<file path="src/acc_pkg.sv">
// Purpose: Shared constants, types and decode functions for the ADC config block
// Assumes: 32-bit AHB-Lite word access, one register per aligned word
// Notes: Byte address of a register is four times its index
package acc_pkg;
    // Register indices; byte address = index * 4
    localparam logic [7:0] IDX_CH2_A = 8'h05;
    localparam logic [7:0] IDX_CH2_B = 8'h06;
    localparam logic [7:0] IDX_T_A = 8'h08;
    localparam logic [7:0] IDX_T_B = 8'h09;
    localparam logic [7:0] IDX_START = 8'h0b;
    localparam logic [7:0] IDX_STATUS = 8'h0c;
    localparam int IDX_LSB = 2;
    localparam int IDX_MSB = 9;
    localparam int HTRANS_ACTIVE_BIT = 1;
    localparam logic HRESP_OKAY = 1'b0;

    // Field positions in the configuration words
    localparam int GAIN_MSB = 15;
    localparam int GAIN_LSB = 11;
    localparam int CLK_MSB = 10;
    localparam int CLK_LSB = 8;
    localparam int RES_MSB = 6;
    localparam int RES_LSB = 4;
    localparam int OFS_SIGN = 3;
    localparam int MAG_MSB = 2;
    localparam int MAG_LSB = 0;
    localparam int BIAS_MSB = 6;
    localparam int BIAS_LSB = 4;
    localparam int REF_MSB = 1;
    localparam int REF_LSB = 0;
    localparam int START_CH2_BIT = 1;
    localparam int START_T_BIT = 0;
    localparam int STAT_BUSY_BIT = 0;
    localparam int STAT_TEMP_BIT = 1;

    // Writable bits of each word; all others read zero
    localparam logic [15:0] CFG_A_MASK = 16'hff7f;
    localparam logic [15:0] CH2_B_MASK = 16'h0073;
    localparam logic [15:0] T_B_MASK = 16'h0070;
    localparam logic [15:0] CFG_RESET = 16'h0000;

    localparam logic [1:0] REF_SUPPLY = 2'b00;
    localparam logic [1:0] REF_EXTERNAL = 2'b01;
    localparam int REF_BANDGAP_BIT = 1;
    localparam logic [1:0] TEMP_REF_SEL = 2'b00;

    localparam logic [4:0] GAIN_MID_START = 5'h0a;
    localparam logic [4:0] GAIN_HIGH_START = 5'h14;
    localparam logic [8:0] HALF_BASE = 9'h002;
    localparam int DUR_W = 21;

    typedef enum logic {ACC_IDLE = 1'b0, ACC_RUN = 1'b1} acc_state_t;

    // Converter clocks per conversion for a resolution code
    function automatic logic [11:0] acc_cpc(input logic [2:0] code);
        case (code)
            3'h0: acc_cpc = 12'h100;
            3'h1: acc_cpc = 12'h140;
            3'h2: acc_cpc = 12'h200;
            3'h3: acc_cpc = 12'h280;
            3'h4: acc_cpc = 12'h320;
            3'h5: acc_cpc = 12'h500;
            default: acc_cpc = 12'h800;
        endcase
    endfunction : acc_cpc

    // Result width in bits for a resolution code
    function automatic logic [4:0] acc_res_bits(input logic [2:0] code);
        case (code)
            3'h0: acc_res_bits = 5'h09;
            3'h1: acc_res_bits = 5'h0a;
            3'h2: acc_res_bits = 5'h0c;
            3'h3: acc_res_bits = 5'h0d;
            3'h4: acc_res_bits = 5'h0e;
            3'h5: acc_res_bits = 5'h0f;
            default: acc_res_bits = 5'h10;
        endcase
    endfunction : acc_res_bits

    // Ticks in half a converter clock period
    function automatic logic [8:0] acc_half(input logic [2:0] code);
        acc_half = HALF_BASE << code;
    endfunction : acc_half

    // Offset scale group of a gain code
    function automatic logic [1:0] acc_gain_group(input logic [4:0] gain);
        if (gain >= GAIN_HIGH_START) acc_gain_group = 2'h2;
        else if (gain >= GAIN_MID_START) acc_gain_group = 2'h1;
        else acc_gain_group = 2'h0;
    endfunction : acc_gain_group
endpackage : acc_pkg

</file>
<file path="src/acc_clk_div.sv">
// Purpose: Converter clock divided from the 4 MHz system tick
// Assumes: sys_tick is one core_clk pulse per 4 MHz period
// Notes: Clock starts low and restarts on every run
`timescale 1ns/1ps
module acc_clk_div
    import acc_pkg::*;
(
    input wire logic core_clk, // Core clock
    input wire logic rst, // Async reset
    input wire logic run, // Conversion in progress
    input wire logic sys_tick, // 4 MHz tick
    input wire logic [2:0] clock_code, // Divisor select
    output logic converter_clock, // Divided clock
    output logic period_end // Falling edge tick
);
    logic [8:0] cnt;
    logic last;

    assign last = run && sys_tick && (cnt == acc_half(clock_code) - 9'h001);
    assign period_end = last && converter_clock;

    always_ff @(posedge core_clk or posedge rst) begin
        if (rst) begin
            cnt <= 9'h000;
            converter_clock <= 1'b0;
        end else if (!run) begin
            cnt <= 9'h000;
            converter_clock <= 1'b0;
        end else if (last) begin
            cnt <= 9'h000;
            converter_clock <= !converter_clock;
        end else if (sys_tick) begin
            cnt <= cnt + 9'h001;
        end
    end
endmodule : acc_clk_div

</file>
<file path="src/acc_conv_timer.sv">
// Purpose: Counts converter clock periods of one conversion
// Assumes: clocks_per_conv stays stable while run is high
// Notes: done is a one-cycle pulse on the last period end
`timescale 1ns/1ps
module acc_conv_timer
    import acc_pkg::*;
(
    input wire logic core_clk, // Core clock
    input wire logic rst, // Async reset
    input wire logic run, // Conversion in progress
    input wire logic period_end, // End of one converter clock
    input wire logic [11:0] clocks_per_conv, // Periods needed
    output logic done // Last period finished
);
    logic [11:0] periods;

    assign done = run && period_end && (periods == clocks_per_conv - 12'h001);

    always_ff @(posedge core_clk or posedge rst) begin
        if (rst) begin
            periods <= 12'h000;
        end else if (!run) begin
            periods <= 12'h000;
        end else if (period_end) begin
            periods <= periods + 12'h001;
        end
    end
endmodule : acc_conv_timer

</file>
<file path="src/acc_top.sv">
// Purpose: ADC channel-2 and temperature configuration with conversion timing
// Assumes: AHB-Lite single word transfers; sys_tick marks the 4 MHz system clock
// Notes: Reads take one wait state, writes none
`timescale 1ns/1ps
module acc_top
    import acc_pkg::*;
(
    input wire logic core_clk, // 50 MHz clock
    input wire logic rst, // Async reset, high
    input wire logic hsel, // Slave select
    input wire logic [31:0] haddr, // Byte address
    input wire logic [1:0] htrans, // Transfer type
    input wire logic hwrite, // Write when high
    input wire logic [2:0] hsize, // Word only
    input wire logic [31:0] hwdata, // Write data
    input wire logic hready, // Bus ready
    output logic [31:0] hrdata, // Read data
    output logic hreadyout, // Slave ready
    output logic hresp, // Always OKAY
    input wire logic sys_tick, // 4 MHz tick
    output logic cpu_halt, // CPU held during conversion
    output logic conv_done, // Conversion finished pulse
    output logic conv_temp, // Active channel is temperature
    output logic [4:0] adc_gain_code, // Amplifier gain
    output logic [1:0] adc_gain_group, // Offset scale group
    output logic [2:0] adc_clock_code, // Divisor select
    output logic [2:0] adc_resolution_code, // Resolution select
    output logic [4:0] adc_resolution_bits, // Result width
    output logic [11:0] adc_clocks_per_conv, // Periods per conversion
    output logic adc_offset_sign, // Offset subtracts
    output logic [2:0] adc_offset_magnitude, // Offset size
    output logic signed [3:0] adc_offset_level, // Ordered offset step
    output logic [2:0] adc_bias_code, // Bias setting
    output logic [1:0] adc_reference_select, // Reference code
    output logic ref_supply, // Supply reference
    output logic ref_external, // Twice external reference
    output logic ref_bandgap, // Four times bandgap
    output logic converter_clock // Divided converter clock
);
    acc_state_t state;
    logic [15:0] chan2_gain_clock_res_offset;
    logic [15:0] chan2_bias_reference;
    logic [15:0] temp_gain_clock_res_offset;
    logic [15:0] temp_bias;
    logic chan2_convert_start;
    logic temp_convert_start;
    logic addr_ok;
    logic wr_pend;
    logic rd_pend;
    logic [7:0] dp_idx;
    logic busy;
    logic launch;
    logic done;
    logic period_end;
    logic [15:0] sel_a;
    logic [15:0] sel_b;
    logic [1:0] sel_ref;
    logic wr_cfg;

    function automatic logic [31:0] read_value(input logic [7:0] idx);
        read_value = 32'h0000_0000;
        unique case (idx)
            IDX_CH2_A: read_value[15:0] = chan2_gain_clock_res_offset;
            IDX_CH2_B: read_value[15:0] = chan2_bias_reference;
            IDX_T_A: read_value[15:0] = temp_gain_clock_res_offset;
            IDX_T_B: read_value[15:0] = temp_bias;
            IDX_START: begin
                read_value[START_CH2_BIT] = chan2_convert_start;
                read_value[START_T_BIT] = temp_convert_start;
            end
            IDX_STATUS: begin
                read_value[STAT_BUSY_BIT] = busy;
                read_value[STAT_TEMP_BIT] = conv_temp;
            end
            default: read_value = 32'h0000_0000;
        endcase
    endfunction : read_value

    assign busy = (state == ACC_RUN);
    assign addr_ok = hsel && htrans[HTRANS_ACTIVE_BIT] && hready;
    assign hreadyout = !rd_pend;
    assign hresp = HRESP_OKAY;
    assign launch = !busy && (chan2_convert_start || temp_convert_start);
    assign wr_cfg = wr_pend && !busy;

    // Bus address and data phase tracking
    always_ff @(posedge core_clk or posedge rst) begin
        if (rst) begin
            wr_pend <= 1'b0;
            rd_pend <= 1'b0;
            dp_idx <= 8'h00;
        end else begin
            wr_pend <= addr_ok && hwrite;
            rd_pend <= addr_ok && !hwrite;
            if (addr_ok) begin
                dp_idx <= haddr[IDX_MSB:IDX_LSB];
            end
        end
    end

    // Read data loaded in the wait state, after any earlier write landed
    always_ff @(posedge core_clk or posedge rst) begin
        if (rst) begin
            hrdata <= 32'h0000_0000;
        end else if (rd_pend) begin
            hrdata <= read_value(dp_idx);
        end
    end

    // Configuration words; unused bits masked on write
    always_ff @(posedge core_clk or posedge rst) begin
        if (rst) begin
            chan2_gain_clock_res_offset <= CFG_RESET;
            chan2_bias_reference <= CFG_RESET;
            temp_gain_clock_res_offset <= CFG_RESET;
            temp_bias <= CFG_RESET;
        end else if (wr_pend) begin
            unique case (dp_idx)
                IDX_CH2_A: chan2_gain_clock_res_offset <= hwdata[15:0] & CFG_A_MASK;
                IDX_CH2_B: chan2_bias_reference <= hwdata[15:0] & CH2_B_MASK;
                IDX_T_A: temp_gain_clock_res_offset <= hwdata[15:0] & CFG_A_MASK;
                IDX_T_B: temp_bias <= hwdata[15:0] & T_B_MASK;
                default: ;
            endcase
        end
    end

    // Start bits: set by software while idle, cleared at completion
    always_ff @(posedge core_clk or posedge rst) begin
        if (rst) begin
            chan2_convert_start <= 1'b0;
            temp_convert_start <= 1'b0;
        end else if (done) begin
            chan2_convert_start <= 1'b0;
            temp_convert_start <= 1'b0;
        end else if (wr_cfg && dp_idx == IDX_START) begin
            chan2_convert_start <= hwdata[START_CH2_BIT];
            temp_convert_start <= hwdata[START_T_BIT];
        end
    end

    // Conversion sequence
    always_ff @(posedge core_clk or posedge rst) begin
        if (rst) begin
            state <= ACC_IDLE;
        end else begin
            unique case (state)
                ACC_IDLE: if (launch) state <= ACC_RUN;
                ACC_RUN: if (done) state <= ACC_IDLE;
            endcase
        end
    end

    always_ff @(posedge core_clk or posedge rst) begin
        if (rst) begin
            cpu_halt <= 1'b0;
            conv_done <= 1'b0;
        end else begin
            cpu_halt <= launch || (busy && !done);
            conv_done <= done;
        end
    end

    // Channel 2 wins when both start bits are set
    assign sel_a = chan2_convert_start ? chan2_gain_clock_res_offset : temp_gain_clock_res_offset;
    assign sel_b = chan2_convert_start ? chan2_bias_reference : temp_bias;
    assign sel_ref = chan2_convert_start ? sel_b[REF_MSB:REF_LSB] : TEMP_REF_SEL;

    // Settings applied to the converter for the whole conversion
    always_ff @(posedge core_clk or posedge rst) begin
        if (rst) begin
            conv_temp <= 1'b0;
            adc_gain_code <= 5'h00;
            adc_gain_group <= 2'h0;
            adc_clock_code <= 3'h0;
            adc_resolution_code <= 3'h0;
            adc_resolution_bits <= 5'h00;
            adc_clocks_per_conv <= 12'h000;
            adc_offset_sign <= 1'b0;
            adc_offset_magnitude <= 3'h0;
            adc_offset_level <= 4'sh0;
            adc_bias_code <= 3'h0;
            adc_reference_select <= 2'h0;
            ref_supply <= 1'b0;
            ref_external <= 1'b0;
            ref_bandgap <= 1'b0;
        end else if (launch) begin
            conv_temp <= !chan2_convert_start;
            adc_gain_code <= sel_a[GAIN_MSB:GAIN_LSB];
            adc_gain_group <= acc_gain_group(sel_a[GAIN_MSB:GAIN_LSB]);
            adc_clock_code <= sel_a[CLK_MSB:CLK_LSB];
            adc_resolution_code <= sel_a[RES_MSB:RES_LSB];
            adc_resolution_bits <= acc_res_bits(sel_a[RES_MSB:RES_LSB]);
            adc_clocks_per_conv <= acc_cpc(sel_a[RES_MSB:RES_LSB]);
            adc_offset_sign <= sel_a[OFS_SIGN];
            adc_offset_magnitude <= sel_a[MAG_MSB:MAG_LSB];
            adc_offset_level <= sel_a[OFS_SIGN] ? ~{1'b0, sel_a[MAG_MSB:MAG_LSB]}
                : {1'b0, sel_a[MAG_MSB:MAG_LSB]};
            adc_bias_code <= sel_b[BIAS_MSB:BIAS_LSB];
            adc_reference_select <= sel_ref;
            ref_supply <= (sel_ref == REF_SUPPLY);
            ref_external <= (sel_ref == REF_EXTERNAL);
            ref_bandgap <= sel_ref[REF_BANDGAP_BIT];
        end
    end

    acc_clk_div u_clk_div (
        .core_clk(core_clk),
        .rst(rst),
        .run(busy),
        .sys_tick(sys_tick),
        .clock_code(adc_clock_code),
        .converter_clock(converter_clock),
        .period_end(period_end)
    );

    acc_conv_timer u_conv_timer (
        .core_clk(core_clk),
        .rst(rst),
        .run(busy),
        .period_end(period_end),
        .clocks_per_conv(adc_clocks_per_conv),
        .done(done)
    );

    // Helpers read only by the checks below
    logic [DUR_W-1:0] dur_ticks;
    logic [8:0] half_ticks;
    logic clk_q;
    logic [DUR_W-1:0] dur_expect;

    assign dur_expect = DUR_W'(adc_clocks_per_conv) * DUR_W'(acc_half(adc_clock_code))
        * DUR_W'(2);

    always_ff @(posedge core_clk or posedge rst) begin
        if (rst) begin
            dur_ticks <= '0;
        end else if (!busy) begin
            dur_ticks <= '0;
        end else if (sys_tick) begin
            dur_ticks <= dur_ticks + DUR_W'(1);
        end
    end

    always_ff @(posedge core_clk or posedge rst) begin
        if (rst) begin
            half_ticks <= 9'h000;
            clk_q <= 1'b0;
        end else begin
            clk_q <= converter_clock;
            if (!busy) half_ticks <= 9'h000;
            else if (clk_q != converter_clock) half_ticks <= {8'h00, sys_tick};
            else if (sys_tick) half_ticks <= half_ticks + 9'h001;
        end
    end
endmodule : acc_top

</file>
<file path="config.mk">
export PLATFORM = sky130hd
export DESIGN_NAME = acc_top
export DESIGN_NICKNAME = d
export VERILOG_FILES = /design/src/acc_pkg.sv /design/src/acc_clk_div.sv /design/src/acc_conv_timer.sv /design/src/acc_top.sv
export SDC_FILE = /design/constraint.sdc
export NUM_CORES = 1
export LEC_CHECK = 0
export BUFFER_PORTS_ARGS = -buffer_cell sky130_fd_sc_hd__buf_2
export CELL_PAD_IN_SITES_DETAIL_PLACEMENT = 2
export CELL_PAD_IN_SITES_GLOBAL_PLACEMENT = 2
export CORE_MARGIN = 4
export CORE_UTILIZATION = 34
export DETAILED_ROUTE_END_ITERATION = 10
export GPL_ROUTABILITY_DRIVEN = 1
export PLACE_DENSITY_LB_ADDON = 0.1
export SLEW_MARGIN = 30
export SYNTH_ARGS = -nofsm -noshare
export SYNTH_HDL_FRONTEND = slang
export SYNTH_SLANG_ARGS = --single-unit
</file>
<file path="constraint.sdc">
create_clock -name core_clk -period 5.4 [get_ports core_clk]
set_clock_uncertainty 0.2 [all_clocks]
set_input_delay 1.08 -clock core_clk [delete_from_list [all_inputs] [get_ports core_clk]]
set_output_delay 1.08 -clock core_clk [all_outputs]
set_load 0.02 [all_outputs]
</file>
==> summary.md <==
| Metric | Value |
|---|---|
| Outcome | `complete, no violations` |
| Post-synth EDFFs | `0` |
| Most numerous cell in the Yosys netlist | `dfrtp_1` |
| H-tree levels | `4` |
| Largest fanout on the critical path | `18` |
| Tightest Hold Check Type | `reg2reg` |
| Gr ovfl total | `0` |
| Fin. max-slew vios | `0` |
| Initial antenna violation count | `1` |
| CTS tree | `done` |
| Post-route clock period utilization | `0.749` |
| Post-synth top area share | `0.507` |
| Synth Flop Type | `dfrtp_1` |
| Number of global-route vias before repair | `between 5,000 and 6,000` |
| TritonCTS Buffers | `17` |
| Buffer and inverter count on the worst path | `0` |
| Clk Latency, worst-skew pair | `around 0.42 ns` |
| Number of post-CTS setup repair buffers | `0` |
| Vias per cell | `around 5.2` |
| Initial DRC count | `between 150 and 200` |
| Crit path top cell by count | `or3_1` |
| Area growth, synth to finish | `16.7%` |
| First-pass GRT wire length | `roughly 28,000 um` |
| Nets | `740` |
| Synth top cells by count | `dfrtp_1, nand2_1, mux2_2, nor2_1, o21ai_0` |
| Synth area leader | `dfrtp_1` |
| WHS | `0.274 ns` |
| Die area | `between 20,000 and 25,000 um2` |
| Share of cells above drive strength 1 | `0.280` |
| Ranking of synthesized cells by area | `dfrtp_1, mux2_2, mux2i_1` |
| Die width | `about 140 um` |
| Crit end category | `flop` |
| Antenna diodes | `0` |
| GP Congestion | `between 0.7 and 0.8` |
| CTS Hold Bufs | `0` |
| # fillers | `~1,900` |
| Worst path max stage delay | `0.61 ns` |
| Yosys warns | `0` |
| Port Buffer Count | `90` |
| Setup TNS | `0 ns` |
| F_max | `roughly 250 MHz` |
| Required time worst endpoint | `5.45 ns` |
| Num rows | `49` |
| Post-synthesis instance area | `around 6400 um2` |
| Sink Count | `129` |
| Yosys reg bits | `between 100 and 150` |
| Initial core utilization | `0.349` |
| Register area share after synthesis | `0.507` |
| Final HPWL DP | `12,600 um` |
| Root Driver | `clkbuf_16` |
| CP Class | `reg2reg` |
| Slowest CP cell | `or3_1` |
| First-pass iteration count of the detailed router | `4` |
| Maximum VDD drop | `between 200 and 250 uV` |
| Async set-reset flop share out of synthesis | `1.00` |
| ANT nets after route | `0` |
| Synth cell types | `60` |
| Die height | `~140 um` |
| Max-slew headroom | `0.384` |
| Clock Tree Buf Depth | `2` |
| I/O pin count | `159` |
| Syn Inst Count | `~580` |
| DRC Markers | `0` |
| Final hold viol count | `0` |
| GRT Util Overall | `0.175` |
| Vias | `approximately 4,700` |
| Post-Route WL | `17,600 um` |
| Pin count of the biggest net entering global routing | `between 60 and 70` |
| Core area | `~18,000 um2` |
| Min Tclk post-route | `about 4.0 ns` |
| Final setup vio count | `0` |
| Family with the most delay on the worst path | `simple AND/OR/NAND/NOR gates` |
| Synthesized area per cell | `approximately 11 um2` |
| Register area | `3230 um2` |
| RSZ-0062 raised after global routing | `false` |
| Reg clk slew, reported paths | `roughly 0.06 ns` |
| Max-cap violations | `0` |
| Pwr Density | `between 300 and 400 nW/um2` |
| Footprint of the multi-input gates | `about 2800 um2` |
| Crit start category | `flop` |
| WP data arrival | `around 4 ns` |
| Critical path cell sequence | `or3_1, ha_1, xnor2_1, or4_1, a311o_1, or3_1, nor4_4, o21ai_0` |
| Tightest Pin Transition | `approximately 0.9 ns` |
| Static leakage | `3.58 nW` |
| Wirelength per Cell | `~20 um` |
| Post-CTS sizing | `0` |
-- final timing paths --
| path | from | end | slack [ns] | depth (start not counted) |
|---|---|---|---|---|
| worst min-delay path | adc_resolution_bits[2] | adc_resolution_bits[2] | 0.27 | 2 |
| max in group asynchronous | rst | adc_resolution_bits[4] | 3.33 | 3 |
| worst min register to register | adc_resolution_bits[2] | adc_resolution_bits[2] | 0.27 | 2 |
| worst max-delay path | adc_clock_code[2] | cpu_halt | 1.35 | 8 |
| worst max register to register | adc_clock_code[2] | cpu_halt | 1.35 | 8 |
| min in group asynchronous | rst | adc_offset_magnitude[1] | 0.64 | 2 |
-- final cells by class --
cell class,count,area share
Tap cell,229,0.0386
Clock buffer,23,0.0657
Timing Repair Buffer,97,0.0677
Clock inverter,9,0.0130
Multi-Input combinational cell,405,0.374
Inverter,11,0.00590
Sequential cell,129,0.435
-- worst register-to-register path, delay by kind of cell (launching register included) --
kind / cells / cell delay (ns)
simple gates: 4 / 2.13
compound gates: 2 / 0.54
flops: 1 / 0.52
fa+ha+maj: 1 / 0.31
xor+xnor: 1 / 0.19
-- routing by layer --
layer | vias up | global-route usage | wire length, um
li1 | 2174 | - | -
met1 | 2430 | 0.223 | 7850
met4 | 2 | 0.0407 | 187
met2 | 85 | 0.300 | 8910
met3 | 17 | 0.0444 | 602
met5 | - | 0 | 7
-- cell families (layout without fill, tap and decap cells) --
group / count (synthesis) / after routing / share of synthesized area
AO/OA/AOI/OAI: 120 / 120 / 0.129
XOR/XNOR: 23 / 23 / 0.0317
adder cells (fa/ha/maj): 4 / 4 / 0.00787
buffers and inverters: 67 / 140 / 0.0706
flip-flops: 129 / 129 / 0.507
multiplexers: 77 / 77 / 0.131
other: 1 / 23 / 0.000589
AND/OR/NAND/NOR: 158 / 158 / 0.122
-- power by group --
| group | total [mW] | switching [mW] | internal [mW] |
|---|---|---|---|
| logic | 0.289 | 0.173 | 0.115 |
| registers | 1.12 | 0.0879 | 1.03 |
| clock network | 1.13 | 0.443 | 0.688 |
| total | 2.54 | 0.705 | 1.84 |
-- cell usage in the layout (no fill, tap or decap), drive strengths merged, types with 5 or more instances in the layout --
master	Yosys	final
nor2b	6	6
a22oi	16	16
nor2	35	35
nor3	7	7
and3	5	5
inv	11	14
xor2	8	8
buf	32	97
mux2	50	50
clkbuf	22	23
or3	6	6
nor4	5	5
o21a	6	6
o31ai	5	5
o21ai	34	34
nand3	15	15
a22o	5	5
nand2b	7	7
a21oi	15	15
mux2i	27	27
conb	1	23
nand2	55	55
o2bb2ai	13	13
dfrtp	129	129
xnor2	15	15
-- flip-flops by register name, indices dropped and copies added, names as in the netlist, 5 cells and up --
signal / count
chan2_gain_clock_res_offset: 15
temp_gain_clock_res_offset: 15
dp_idx: 8
u_conv_timer.periods: 12
chan2_bias_reference: 5
adc_gain_code: 5
adc_clocks_per_conv: 6
adc_resolution_bits: 5
u_clk_div.cnt: 9
hrdata: 15
-- through the flow --
stage / worst slack, ns / power [mW] / utilization / cells / area, um2
after floorplan: 0.679 / 1.35 / - / 601 / 6450
after global placement: 1.50 / 1.40 / 0.376 / 871 / 6840
after detailed placement: 1.38 / 1.43 / 0.376 / 871 / 6840
after CTS: 1.33 / 2.58 / 0.408 / 903 / 7430
after global routing: 1.14 / 2.68 / 0.408 / 903 / 7430
final: 1.35 / 2.54 / 0.408 / 903 / 7430
Note: power is estimated with default switching activity, not from simulation.
